## src/design/fhpc_pkg.sv

```systemverilog
// package: constants and carrier types for the flash host pin controller
package fhpc_pkg;
  localparam int ADDR_W = 26;
  localparam int DATA_W = 16;
  // timing figures in ns, counts derived at 100 ns clock period
  localparam int CLK_PERIOD_NS          = 100;
  localparam int RESET_PULSE_MIN_NS     = 500;
  localparam int RESET_RECOVERY_TIME_NS = 50000;
  localparam int ACCESS_NS              = 300;
  localparam int RESET_PULSE_CYC        =
    (RESET_PULSE_MIN_NS + CLK_PERIOD_NS - 1) / CLK_PERIOD_NS;
  localparam int RECOVERY_CYC           =
    (RESET_RECOVERY_TIME_NS + CLK_PERIOD_NS - 1) / CLK_PERIOD_NS;
  localparam int ACCESS_CYC             = (ACCESS_NS + CLK_PERIOD_NS - 1) / CLK_PERIOD_NS;
  localparam int BUSY_TIMEOUT_CYC       = 65535;
  localparam int CNT_W                  = 16;

  typedef struct packed {
    logic              write;
    logic [ADDR_W-1:0] addr;
    logic [DATA_W-1:0] wdata;
  } fhpc_req_t;

  typedef struct packed {
    logic ce_n;
    logic oe_n;
    logic we_n;
    logic reset_n;
  } fhpc_ctl_t;

  typedef enum logic [5:0] {
    ST_RESET   = 6'h01,
    ST_RECOVER = 6'h02,
    ST_IDLE    = 6'h04,
    ST_SETUP   = 6'h08,
    ST_STROBE  = 6'h10,
    ST_HOLD    = 6'h20
  } fhpc_state_t;
endpackage

```

## src/design/fhpc_timer.sv

```systemverilog
// cycle down-counter with a one-cycle done pulse
`timescale 1ns/1ps
module fhpc_timer
  import fhpc_pkg::*;
(
  input  wire logic             clk_in,   // clock
  input  wire logic             arst_n_in, // async reset, low
  input  wire logic             load_in,  // load count
  input  wire logic [CNT_W-1:0] count_in, // cycles to run
  output logic                  done_out  // pulse when count expires
);
  logic [CNT_W-1:0] cnt;
  logic             run;
  wire              last = run && (cnt == 16'h0001);

  always_ff @(posedge clk_in or negedge arst_n_in) begin
    if (!arst_n_in) begin
      cnt      <= 16'h0000;
      run      <= 1'b0;
      done_out <= 1'b0;
    end else begin
      done_out <= last && !load_in;
      if (load_in) begin
        cnt <= count_in;
        run <= 1'b1;
      end else if (run) begin
        cnt <= cnt - 16'h0001;
        run <= !last;
      end
    end
  end
endmodule

```

## src/design/fhpc_host.sv

```systemverilog
// host-side pin controller for an asynchronous parallel nor flash
`timescale 1ns/1ps
// Function
// address and data on separate lines together
// sixteen data lines carry both directions
// chip select low selects the flash
// flash drives data only while oe low
// write strobe low means host to flash
// protect low locks the boundary sector
// protect pin pulled up inside flash
// open-drain ready_busy_n reports algorithm progress
// ready_busy_n low while erasing, programming, resetting
// ready_busy_n released when ready or standby
// trust ready_busy_n only after last strobe
// failed algorithm keeps ready_busy_n low
// valid reset aborts and tristates flash outputs
// reset clears status, controller to standby
// chip select ignored during reset recovery
// reissue interrupted operation after reset; the host keeps no copy and reissues nothing, that is left to the user
// never drive oe and we low together
module fhpc_host
  import fhpc_pkg::*;
(
  input  wire logic              REF_CLK_IN,        // 10 MHz clock
  input  wire logic              ARST_N_IN,         // async reset, low
  input  wire logic              REQ_VALID_IN,      // user request valid
  input  wire logic              REQ_WRITE_IN,      // 1 write, 0 read
  input  wire logic [ADDR_W-1:0] REQ_ADDR_IN,       // word address
  input  wire logic [DATA_W-1:0] REQ_WDATA_IN,      // write data
  input  wire logic              HW_RESET_IN,       // pulse: issue hardware reset
  input  wire logic              LOCK_BOUNDARY_IN,  // 1 protects boundary sector
  input  wire logic [DATA_W-1:0] DATA_LINES_IN,     // flash data lines seen
  input  wire logic              READY_BUSY_N_IN,   // flash ready/busy, pulled up
  output logic                   REQ_READY_OUT,     // may take a request
  output logic                   RSP_VALID_OUT,     // read data pulse
  output logic [DATA_W-1:0]      RSP_RDATA_OUT,     // read data
  output logic                   BUSY_OUT,          // flash algorithm busy
  output logic                   FAIL_OUT,          // busy timed out, likely failure
  output logic [ADDR_W-1:0]      ADDR_OUT,          // flash address lines
  output logic [DATA_W-1:0]      DATA_LINES_OUT,    // flash data lines driven
  output logic                   DATA_LINES_OE_N_OUT, // low while host drives data
  output logic                   CE_N_OUT,          // flash chip select
  output logic                   OE_N_OUT,          // flash output drive enable
  output logic                   WE_N_OUT,          // flash write strobe
  output logic                   RESET_N_OUT,       // flash hardware reset
  output logic                   WP_N_OUT           // flash sector lock
);
  fhpc_state_t      state;
  fhpc_state_t      next_state;
  fhpc_req_t        req;
  fhpc_ctl_t        next_ctl;
  logic             tmr_load;
  logic [CNT_W-1:0] tmr_count;
  logic             tmr_done;
  logic             valid_window;
  logic [CNT_W-1:0] busy_cnt;

  fhpc_timer u_timer (
    .clk_in    (REF_CLK_IN),
    .arst_n_in (ARST_N_IN),
    .load_in   (tmr_load),
    .count_in  (tmr_count),
    .done_out  (tmr_done)
  );

  // a flash reset wins over a pending request, so nothing starts mid-reset
  wire take_req  = (state == ST_IDLE) && REQ_READY_OUT && REQ_VALID_IN &&
                   !HW_RESET_IN;
  wire go_reset  = (state == ST_IDLE) && HW_RESET_IN;
  wire is_write  = req.write;
  // read result is sampled at end of strobe with oe low
  wire read_done = (state == ST_STROBE) && tmr_done && !is_write;
  // the busy pin is ignored until a write strobe or a reset has finished
  wire busy_seen = valid_window && !READY_BUSY_N_IN;

  // a phase lasts its count plus one cycle, so every figure errs long
  // one timer serves every timed phase; load on entry to reset, recover and strobe
  always_comb begin
    next_state = state;
    tmr_load   = 1'b0;
    tmr_count  = 16'h0001;
    case (state)
      ST_RESET: begin
        if (tmr_done) begin
          next_state = ST_RECOVER;
          tmr_load   = 1'b1;
          tmr_count  = CNT_W'(RECOVERY_CYC);
        end
      end
      ST_RECOVER: begin
        if (tmr_done) next_state = ST_IDLE;
      end
      ST_IDLE: begin
        if (go_reset) begin
          next_state = ST_RESET;
          tmr_load   = 1'b1;
          tmr_count  = CNT_W'(RESET_PULSE_CYC);
        end else if (take_req) begin
          next_state = ST_SETUP;
        end
      end
      ST_SETUP: begin
        next_state = ST_STROBE;
        tmr_load   = 1'b1;
        tmr_count  = CNT_W'(ACCESS_CYC);
      end
      ST_STROBE: begin
        if (tmr_done) next_state = ST_HOLD;
      end
      ST_HOLD: begin
        next_state = ST_IDLE;
      end
      default: begin
        next_state = ST_IDLE;
      end
    endcase
  end

  // pin levels per state; oe and we are never low together
  always_comb begin
    next_ctl = '{ce_n: 1'b1, oe_n: 1'b1, we_n: 1'b1, reset_n: 1'b1};
    case (next_state)
      ST_RESET:   next_ctl.reset_n = 1'b0;
      ST_SETUP:   next_ctl.ce_n    = 1'b0;
      ST_STROBE: begin
        next_ctl.ce_n = 1'b0;
        next_ctl.we_n = !is_write;
        next_ctl.oe_n = is_write;
      end
      ST_HOLD:    next_ctl.ce_n    = 1'b0;
      default:    next_ctl.ce_n    = 1'b1;
    endcase
  end

  always_ff @(posedge REF_CLK_IN or negedge ARST_N_IN) begin
    if (!ARST_N_IN) begin
      state <= ST_IDLE;
      req   <= '0;
    end else begin
      state <= next_state;
      if (take_req) req <= '{write: REQ_WRITE_IN, addr: REQ_ADDR_IN, wdata: REQ_WDATA_IN};
    end
  end

  // address and data presented together on separate lines
  wire [ADDR_W-1:0] next_addr    = take_req ? REQ_ADDR_IN : req.addr;
  wire [DATA_W-1:0] next_wdata   = take_req ? REQ_WDATA_IN : req.wdata;
  // drive only through write cycles, never while flash may drive
  wire              next_dq_oe_n = !(is_write && (next_state == ST_STROBE ||
                                     next_state == ST_HOLD));

  always_ff @(posedge REF_CLK_IN or negedge ARST_N_IN) begin
    if (!ARST_N_IN) begin
      CE_N_OUT            <= 1'b1;
      OE_N_OUT            <= 1'b1;
      WE_N_OUT            <= 1'b1;
      RESET_N_OUT         <= 1'b1;
      ADDR_OUT            <= '0;
      DATA_LINES_OUT      <= 16'h0000;
      DATA_LINES_OE_N_OUT <= 1'b1;
      WP_N_OUT            <= 1'b1;
    end else begin
      CE_N_OUT            <= next_ctl.ce_n;
      OE_N_OUT            <= next_ctl.oe_n;
      WE_N_OUT            <= next_ctl.we_n;
      RESET_N_OUT         <= next_ctl.reset_n;
      ADDR_OUT            <= next_addr;
      DATA_LINES_OUT      <= next_wdata;
      DATA_LINES_OE_N_OUT <= next_dq_oe_n;
      WP_N_OUT            <= !LOCK_BOUNDARY_IN;
    end
  end

  // busy tracking; long busy is reported as a probable failure
  wire window_open  = (state == ST_HOLD && is_write) ||
                      (state == ST_RESET && tmr_done);
  wire window_close = (state == ST_RESET);
  wire busy_full    = (busy_cnt == CNT_W'(BUSY_TIMEOUT_CYC));
  wire next_ready   = (next_state == ST_IDLE) && !take_req;

  always_ff @(posedge REF_CLK_IN or negedge ARST_N_IN) begin
    if (!ARST_N_IN) begin
      valid_window <= 1'b0;
      BUSY_OUT     <= 1'b0;
    end else begin
      if (window_open)
        valid_window <= 1'b1;
      else if (window_close)
        valid_window <= 1'b0;
      BUSY_OUT <= busy_seen;
    end
  end

  // saturates so a stuck pin cannot wrap back to zero
  always_ff @(posedge REF_CLK_IN or negedge ARST_N_IN) begin
    if (!ARST_N_IN) begin
      busy_cnt <= 16'h0000;
    end else if (!busy_seen) begin
      busy_cnt <= 16'h0000;
    end else if (!busy_full) begin
      busy_cnt <= busy_cnt + 16'h0001;
    end
  end

  // stuck busy clears only by a flash reset; a timeout landing on the
  // reset pulse is cleared a cycle later, once the count has dropped
  always_ff @(posedge REF_CLK_IN or negedge ARST_N_IN) begin
    if (!ARST_N_IN) begin
      FAIL_OUT <= 1'b0;
    end else if (busy_full) begin
      FAIL_OUT <= 1'b1;
    end else if (state == ST_RESET) begin
      FAIL_OUT <= 1'b0;
    end
  end

  always_ff @(posedge REF_CLK_IN or negedge ARST_N_IN) begin
    if (!ARST_N_IN) begin
      REQ_READY_OUT <= 1'b0;
      RSP_VALID_OUT <= 1'b0;
      RSP_RDATA_OUT <= 16'h0000;
    end else begin
      REQ_READY_OUT <= next_ready;
      RSP_VALID_OUT <= read_done;
      if (read_done) RSP_RDATA_OUT <= DATA_LINES_IN;
    end
  end
endmodule

```

## config.mk

```make
export PLATFORM = sky130hd
export DESIGN_NAME = fhpc_host
export DESIGN_NICKNAME = d
export VERILOG_FILES = /design/src/design/fhpc_pkg.sv /design/src/design/fhpc_timer.sv /design/src/design/fhpc_host.sv
export SDC_FILE = /design/constraint.sdc
export NUM_CORES = 1
export LEC_CHECK = 0
export ABC_AREA = 1
export ABC_CLOCK_PERIOD_IN_PS = 2200
export BUFFER_PORTS_ARGS = -buffer_cell sky130_fd_sc_hd__clkbuf_2
export CAP_MARGIN = 40
export CORE_MARGIN = 4
export CORE_UTILIZATION = 54
export DETAILED_ROUTE_END_ITERATION = 10
export PLACE_DENSITY = 0.79
export SLEW_MARGIN = 40
export SYNTH_ARGS = -nofsm -noshare
export SYNTH_HDL_FRONTEND = slang
export SYNTH_HIERARCHICAL = 1
export SYNTH_SLANG_ARGS = --single-unit
```

## constraint.sdc

```tcl
create_clock -name REF_CLK_IN -period 2.2 [get_ports REF_CLK_IN]
set_clock_uncertainty 0.1 [all_clocks]
set_input_delay 0.44 -clock REF_CLK_IN [delete_from_list [all_inputs] [get_ports REF_CLK_IN]]
set_output_delay 0.44 -clock REF_CLK_IN [all_outputs]
set_load 0.02 [all_outputs]
```

Word level (Yosys, flattened, before mapping) --
Cells that the tools add are included.
Word-level totals: register bits after elaboration 152, output and inout port bits 68, logic and storage cells 91, input port bits 65
Operators by class: mux-type cells 26, equality and inequality tests 14, reduce and logical (&&, ||, !) cells 27, add/subtract/negate cells 2
Operator list (number):
- 16-bit two-way mux | 5
- 6-bit two-way mux | 5
- 6-bit case mux with 5 select lines | 1
- 9-bit case mux with 3 select lines | 1
- 26-bit two-way mux | 1
- 16-bit by 1-bit adder with 16-bit output (second input constant) | 1
- 16-bit by 1-bit equality test with 1-bit output (second input constant) | 1
- 16-bit equality test (second input constant) | 1
- 16-bit by 1-bit subtractor with 16-bit output (second input constant) | 1
- 1-bit logical AND | 13
- 6-bit by 1-bit equality test with 1-bit output (second input constant) | 2
- 6-bit by 3-bit equality test with 1-bit output (second input constant) | 2
- 6-bit by 4-bit equality test with 1-bit output (second input constant) | 2
- 6-bit by 5-bit equality test with 1-bit output (second input constant) | 2
- 6-bit equality test (second input constant) | 2
- 1-bit two-way mux | 9
- 9-bit two-way mux | 1
- 1-bit logical NOT | 8
- 6-bit by 2-bit equality test with 1-bit output (second input constant) | 1
- 2-bit nonzero test | 3
- 3-bit two-way mux | 1
- 1-bit case mux with 3 select lines | 1
- 3-bit OR reduction | 1
- 1-bit logical OR | 2
- other kinds (2) | 2

Longest topological paths before layout --
word-level depth 11, depth in mapped cells 12, gate-level depth less buffers 10

Hierarchy --
Netlist, hierarchy kept.
By module, submodules not included:
- fhpc_host | sequential area each 3362.0 µm², instances 1, cells each 511, area an instance 5001.0 µm²
- fhpc_timer | sequential area each 450.4 µm², instances 1, cells each 162, area an instance 1221.2 µm²

Worst setup path after synthesis --
OpenSTA, ideal clock, no wires.
path kind register to register, start point register state[3], end point register u_timer.cnt[5], required time 1.976 ns, slack 0.223 ns, buffers on the path 2, cell stages (with the launch flop) 13, clock period less this slack 1.977 ns, setup time 0.124 ns, data arrival time 1.753 ns, cell sequence dfrtp_1 nor2_2 nand2_1 nor2_1 nand2_1 nand3_1 buf_6 inv_4 nand2_2 inv_1 buf_4 nand3_1 nand3_1
Between the ends: word-level cells in the longest chain between the ends 5, elaborated cells on any way between the ends 9, those cells by class eq/ne: 3; mux: 4; reduce/logical: 2
RTL lines:
- from (decl) | line fhpc_host.sv:48 | fhpc_state_t state;
- from (signal assigned) | line fhpc_host.sv:140 | state <= next_state;
- 6-bit by 3-bit equality test with 1-bit output | line fhpc_host.sv:69, fhpc_host.sv:82
- 1-bit logical AND | line fhpc_host.sv:69 | wire go_reset = (state == ST_IDLE) && HW_RESET_IN;
- 1-bit two-way mux | line fhpc_host.sv:94 | if (go_reset) begin
- 1-bit case mux with 3 select lines (*) | line fhpc_host.sv:82 | case (state)
- net tmr_load | line fhpc_host.sv:52 | logic tmr_load;
- 16-bit two-way mux or 2-bit nonzero test (tied branches)
- to (signal assigned) | line fhpc_timer.sv:24 | cnt <= count_in;
- to (signal assigned) | line fhpc_timer.sv:27 | cnt <= cnt - 16'h0001;
- to (decl) | line fhpc_timer.sv:12 | logic [CNT_W-1:0] cnt;
The timed path passes the listed nets; every way through them passes the cells marked *. A chain may end at the register's enable or synchronous reset.

Worst setup path in the final report --
start point register state[3], end point register u_timer.cnt[11]
Same word-level chain as after synthesis.

==> reports/results.tsv <==
metric	value	unit
Tightest Pin Transition	0.554	ns
largest net degree at the start of global routing	58	
WP data required	2.40	ns
Final Hold Fails	0	
initial drt markers	326	
Crit. End Element	flip-flop	
drc violations	0	
Mapped Area	6220	um2
Hold Crit Class	in -> reg	
register area share after synthesis	61.3	%
DPL Wire Length	10000	um
max_cap viols	0	
CTS tree	built	
synthesized area per cell	9.25	um2
Clock transition at path regs	0.06	ns
die height	115	um
# diodes	0	
predominant post-synthesis flop cell	dfrtp_1	
H-tree levels	4	
Tmin final	2.06	ns
TritonCTS Buffers	17	
Final Wtd Congestion	0.861	
fin. max-slew vios	0	
status	complete, no violations	
total number of vias	4977	
R2R Setup Slk	0.14	ns
vias in the first global route	5187	
Setup TNS Final	0	ns
first-pass detailed-route iteration total	5	
Clk Latency, worst-skew pair	0.42	ns
top-count cell post-synth	nand2_1	
Ys Warns	6	
commonest cells in the netlist	274 x nand2_1, 145 x dfrtp_1, 65 x nand3_1, 44 x inv_1, 40 x nor2_1	
global-route usage over all layers	23.6	%
#FFs+latches synth	152	
# clock sinks	152	
WL final	14600	um
Yosys top cell area share	58.3	%
share of flip-flops with an asynchronous set or reset	100	%
Placed Area	7060	um2
Fillers	827	
nets	892	
reg2reg start	state[3]$_DFF_PN0_	
Max VDD drop	0.891	mV
Worst EP arrival	2.26	ns
CTS root buffer	clkbuf_16	
total grt overflow	0	
Fmax	484	MHz
leakage	4.13	nW
reg2reg path depth	10	
number of port buffers	132	
Area contributors post-synth	dfrtp_1 58%, nand2_1 17%, nand3_1 5.2%	
postcts setup bufs	0	
CP startpoint	state[3]$_DFF_PN0_	
crit start category	flip-flop	
Mapped Cells	673	
row cnt	38	
clock buffer depth	2	
largest area contributor in the netlist	dfrtp_1	
Initial Utilization	56.2	%
Area Growth Syn to Fin	23.6	%
die area	13300	um2
number of flops mapped to enable cells by yosys	0	
Cell variety after synth	40	
Die X	115	um
Max transition margin	63.1	%
post-route cell area	7690	um2
capturing point of the worst reg2reg path	u_timer/cnt[11]$_DFFE_PN0P_	
worst-path fanout max	9	
DRT antenna net count	0	
layout cells sized above 1	25.8	%
global-route wire length before repair	24500	um
routed vias/inst	5.09	
Top-Level Pins	133	
core area	11100	um2
final setup fails	0	
Power Dens Cells	1300	nW/um2
Crit Path Class	reg -> reg	
CP Capture Point	u_timer/cnt[11]$_DFFE_PN0P_	
drt wl/cell	14.9	um
number of antenna violations at the first check in global routing	0	
fin crit share	93.8	%
## worst min path at each step
stage	startpoint	slack, ns	end	cells after the start
floorplan	ARST_N_IN	0.04	ADDR_OUT[0]$_DFF_PN0_	0
finish	LOCK_BOUNDARY_IN	0.03	WP_N_OUT$_DFF_PN1_	2
global route	LOCK_BOUNDARY_IN	0.03	WP_N_OUT$_DFF_PN1_	2
global placement	ARST_N_IN	0.34	busy_cnt[10]$_DFFE_PN0P_	1
CTS	LOCK_BOUNDARY_IN	0.02	WP_N_OUT$_DFF_PN1_	2
detailed placement	ARST_N_IN	0.35	busy_cnt[14]$_DFFE_PN0P_	1
## cell type report
type                    instances  area, um2  area share (%)
repair inverters                1       7.51          0.0976
inverters                      50        201            2.62
clock buffers                  19        453            5.89
well taps                     140        175            2.28
repair buffers                141        774            10.1
flip-flops and latches        152       3810            49.6
clock inverters                13        141            1.84
multi-input cells             461       2120            27.6
## timing repair
action | CTS | global route
endpoints found under the hold margin | 47 | 0
gates resized for setup | 0 | 5
setup endpoints to repair | 0 | 12
hold buffers | 1 | 0
## routing by layer
layer	up-vias	global-route usage [%]	wire length, um
li1	2416	-	-
met1	2378	29.4	5850
met2	160	38.5	7310
met3	23	7.79	1140
met4	0	8.92	260
met5	-	0	0
## state kept, by name, indices dropped and copies added (netlist names), 6 cells and up
name            flops
busy_cnt           16
ADDR_OUT           26
DATA_LINES_OUT     16
RSP_RDATA_OUT      16
state               6
req                42
u_timer/cnt        16
## through the flow
stage	power [W]	util (%)	hold WS, ns	worst slack (ns)	std cells
CTS	0.0100	69.2	0.0156	0.0914	976
floorplan	0.00608	-	0.0444	0.223	680
finish	0.0100	69.4	0.0293	0.136	977
global placement	0.00691	63.7	0.338	0.285	943
detailed placement	0.00705	63.7	0.349	0.169	943
global route	0.0106	69.4	0.0270	-0.0173	977
## critical path, cell delays in order, from the launching register on
cell	delay, ns
dfrtp_1	0.46
nor2_4	0.19
nand2_1	0.09
nor2_1	0.18
nand2_2	0.12
nand3_1	0.18
inv_4	0.08
nand2_1	0.13
inv_2	0.11
a22oi_1	0.20
nand2_1	0.09
## cells in the final DEF (no fill, tap or decap), drive strengths merged
cell type    netlist  final
a21o               1      1
nor3               5      5
nand3             66     66
o211ai             3      3
nor3b              2      2
ha                 3      3
bufinv             0      2
nand2            282    282
nand3b             3      3
clkbuf             1    150
nor2              53     53
buf               16      9
or2                4      4
dfstp              7      7
dfrtp            145    145
o31ai              1      1
inv               48     51
clkinv             2      6
o221ai             3      3
a31oi              1      1
xor2               1      1
dlygate4sd3        0      1
xnor2              1      1
conb               1      8
nand4              4      4
o21bai             2      2
clkinvlp           0      5
a22oi              9      9
o21ai              9      9
## report_power, final
group          total (W)  switching [W]  internal [W]
registers        0.00415       0.000447       0.00371
clock network    0.00290        0.00116       0.00174
logic            0.00294        0.00202      0.000922
## logic make-up (layout without fill, tap and decap cells)
group                      Yosys count  after routing  synth area share, %
AOI/OAI and AO/OA                   29             29                 3.18
xor gates and xnor gates             2              2                0.282
and+or+nand+nor                    419            419                 29.4
adders and majority gates            3              3                0.603
buffers and inverters               67            224                 5.21
DFF                                152            152                 61.3
other                                1              8               0.0603
Power figures use the tool's default switching activity.
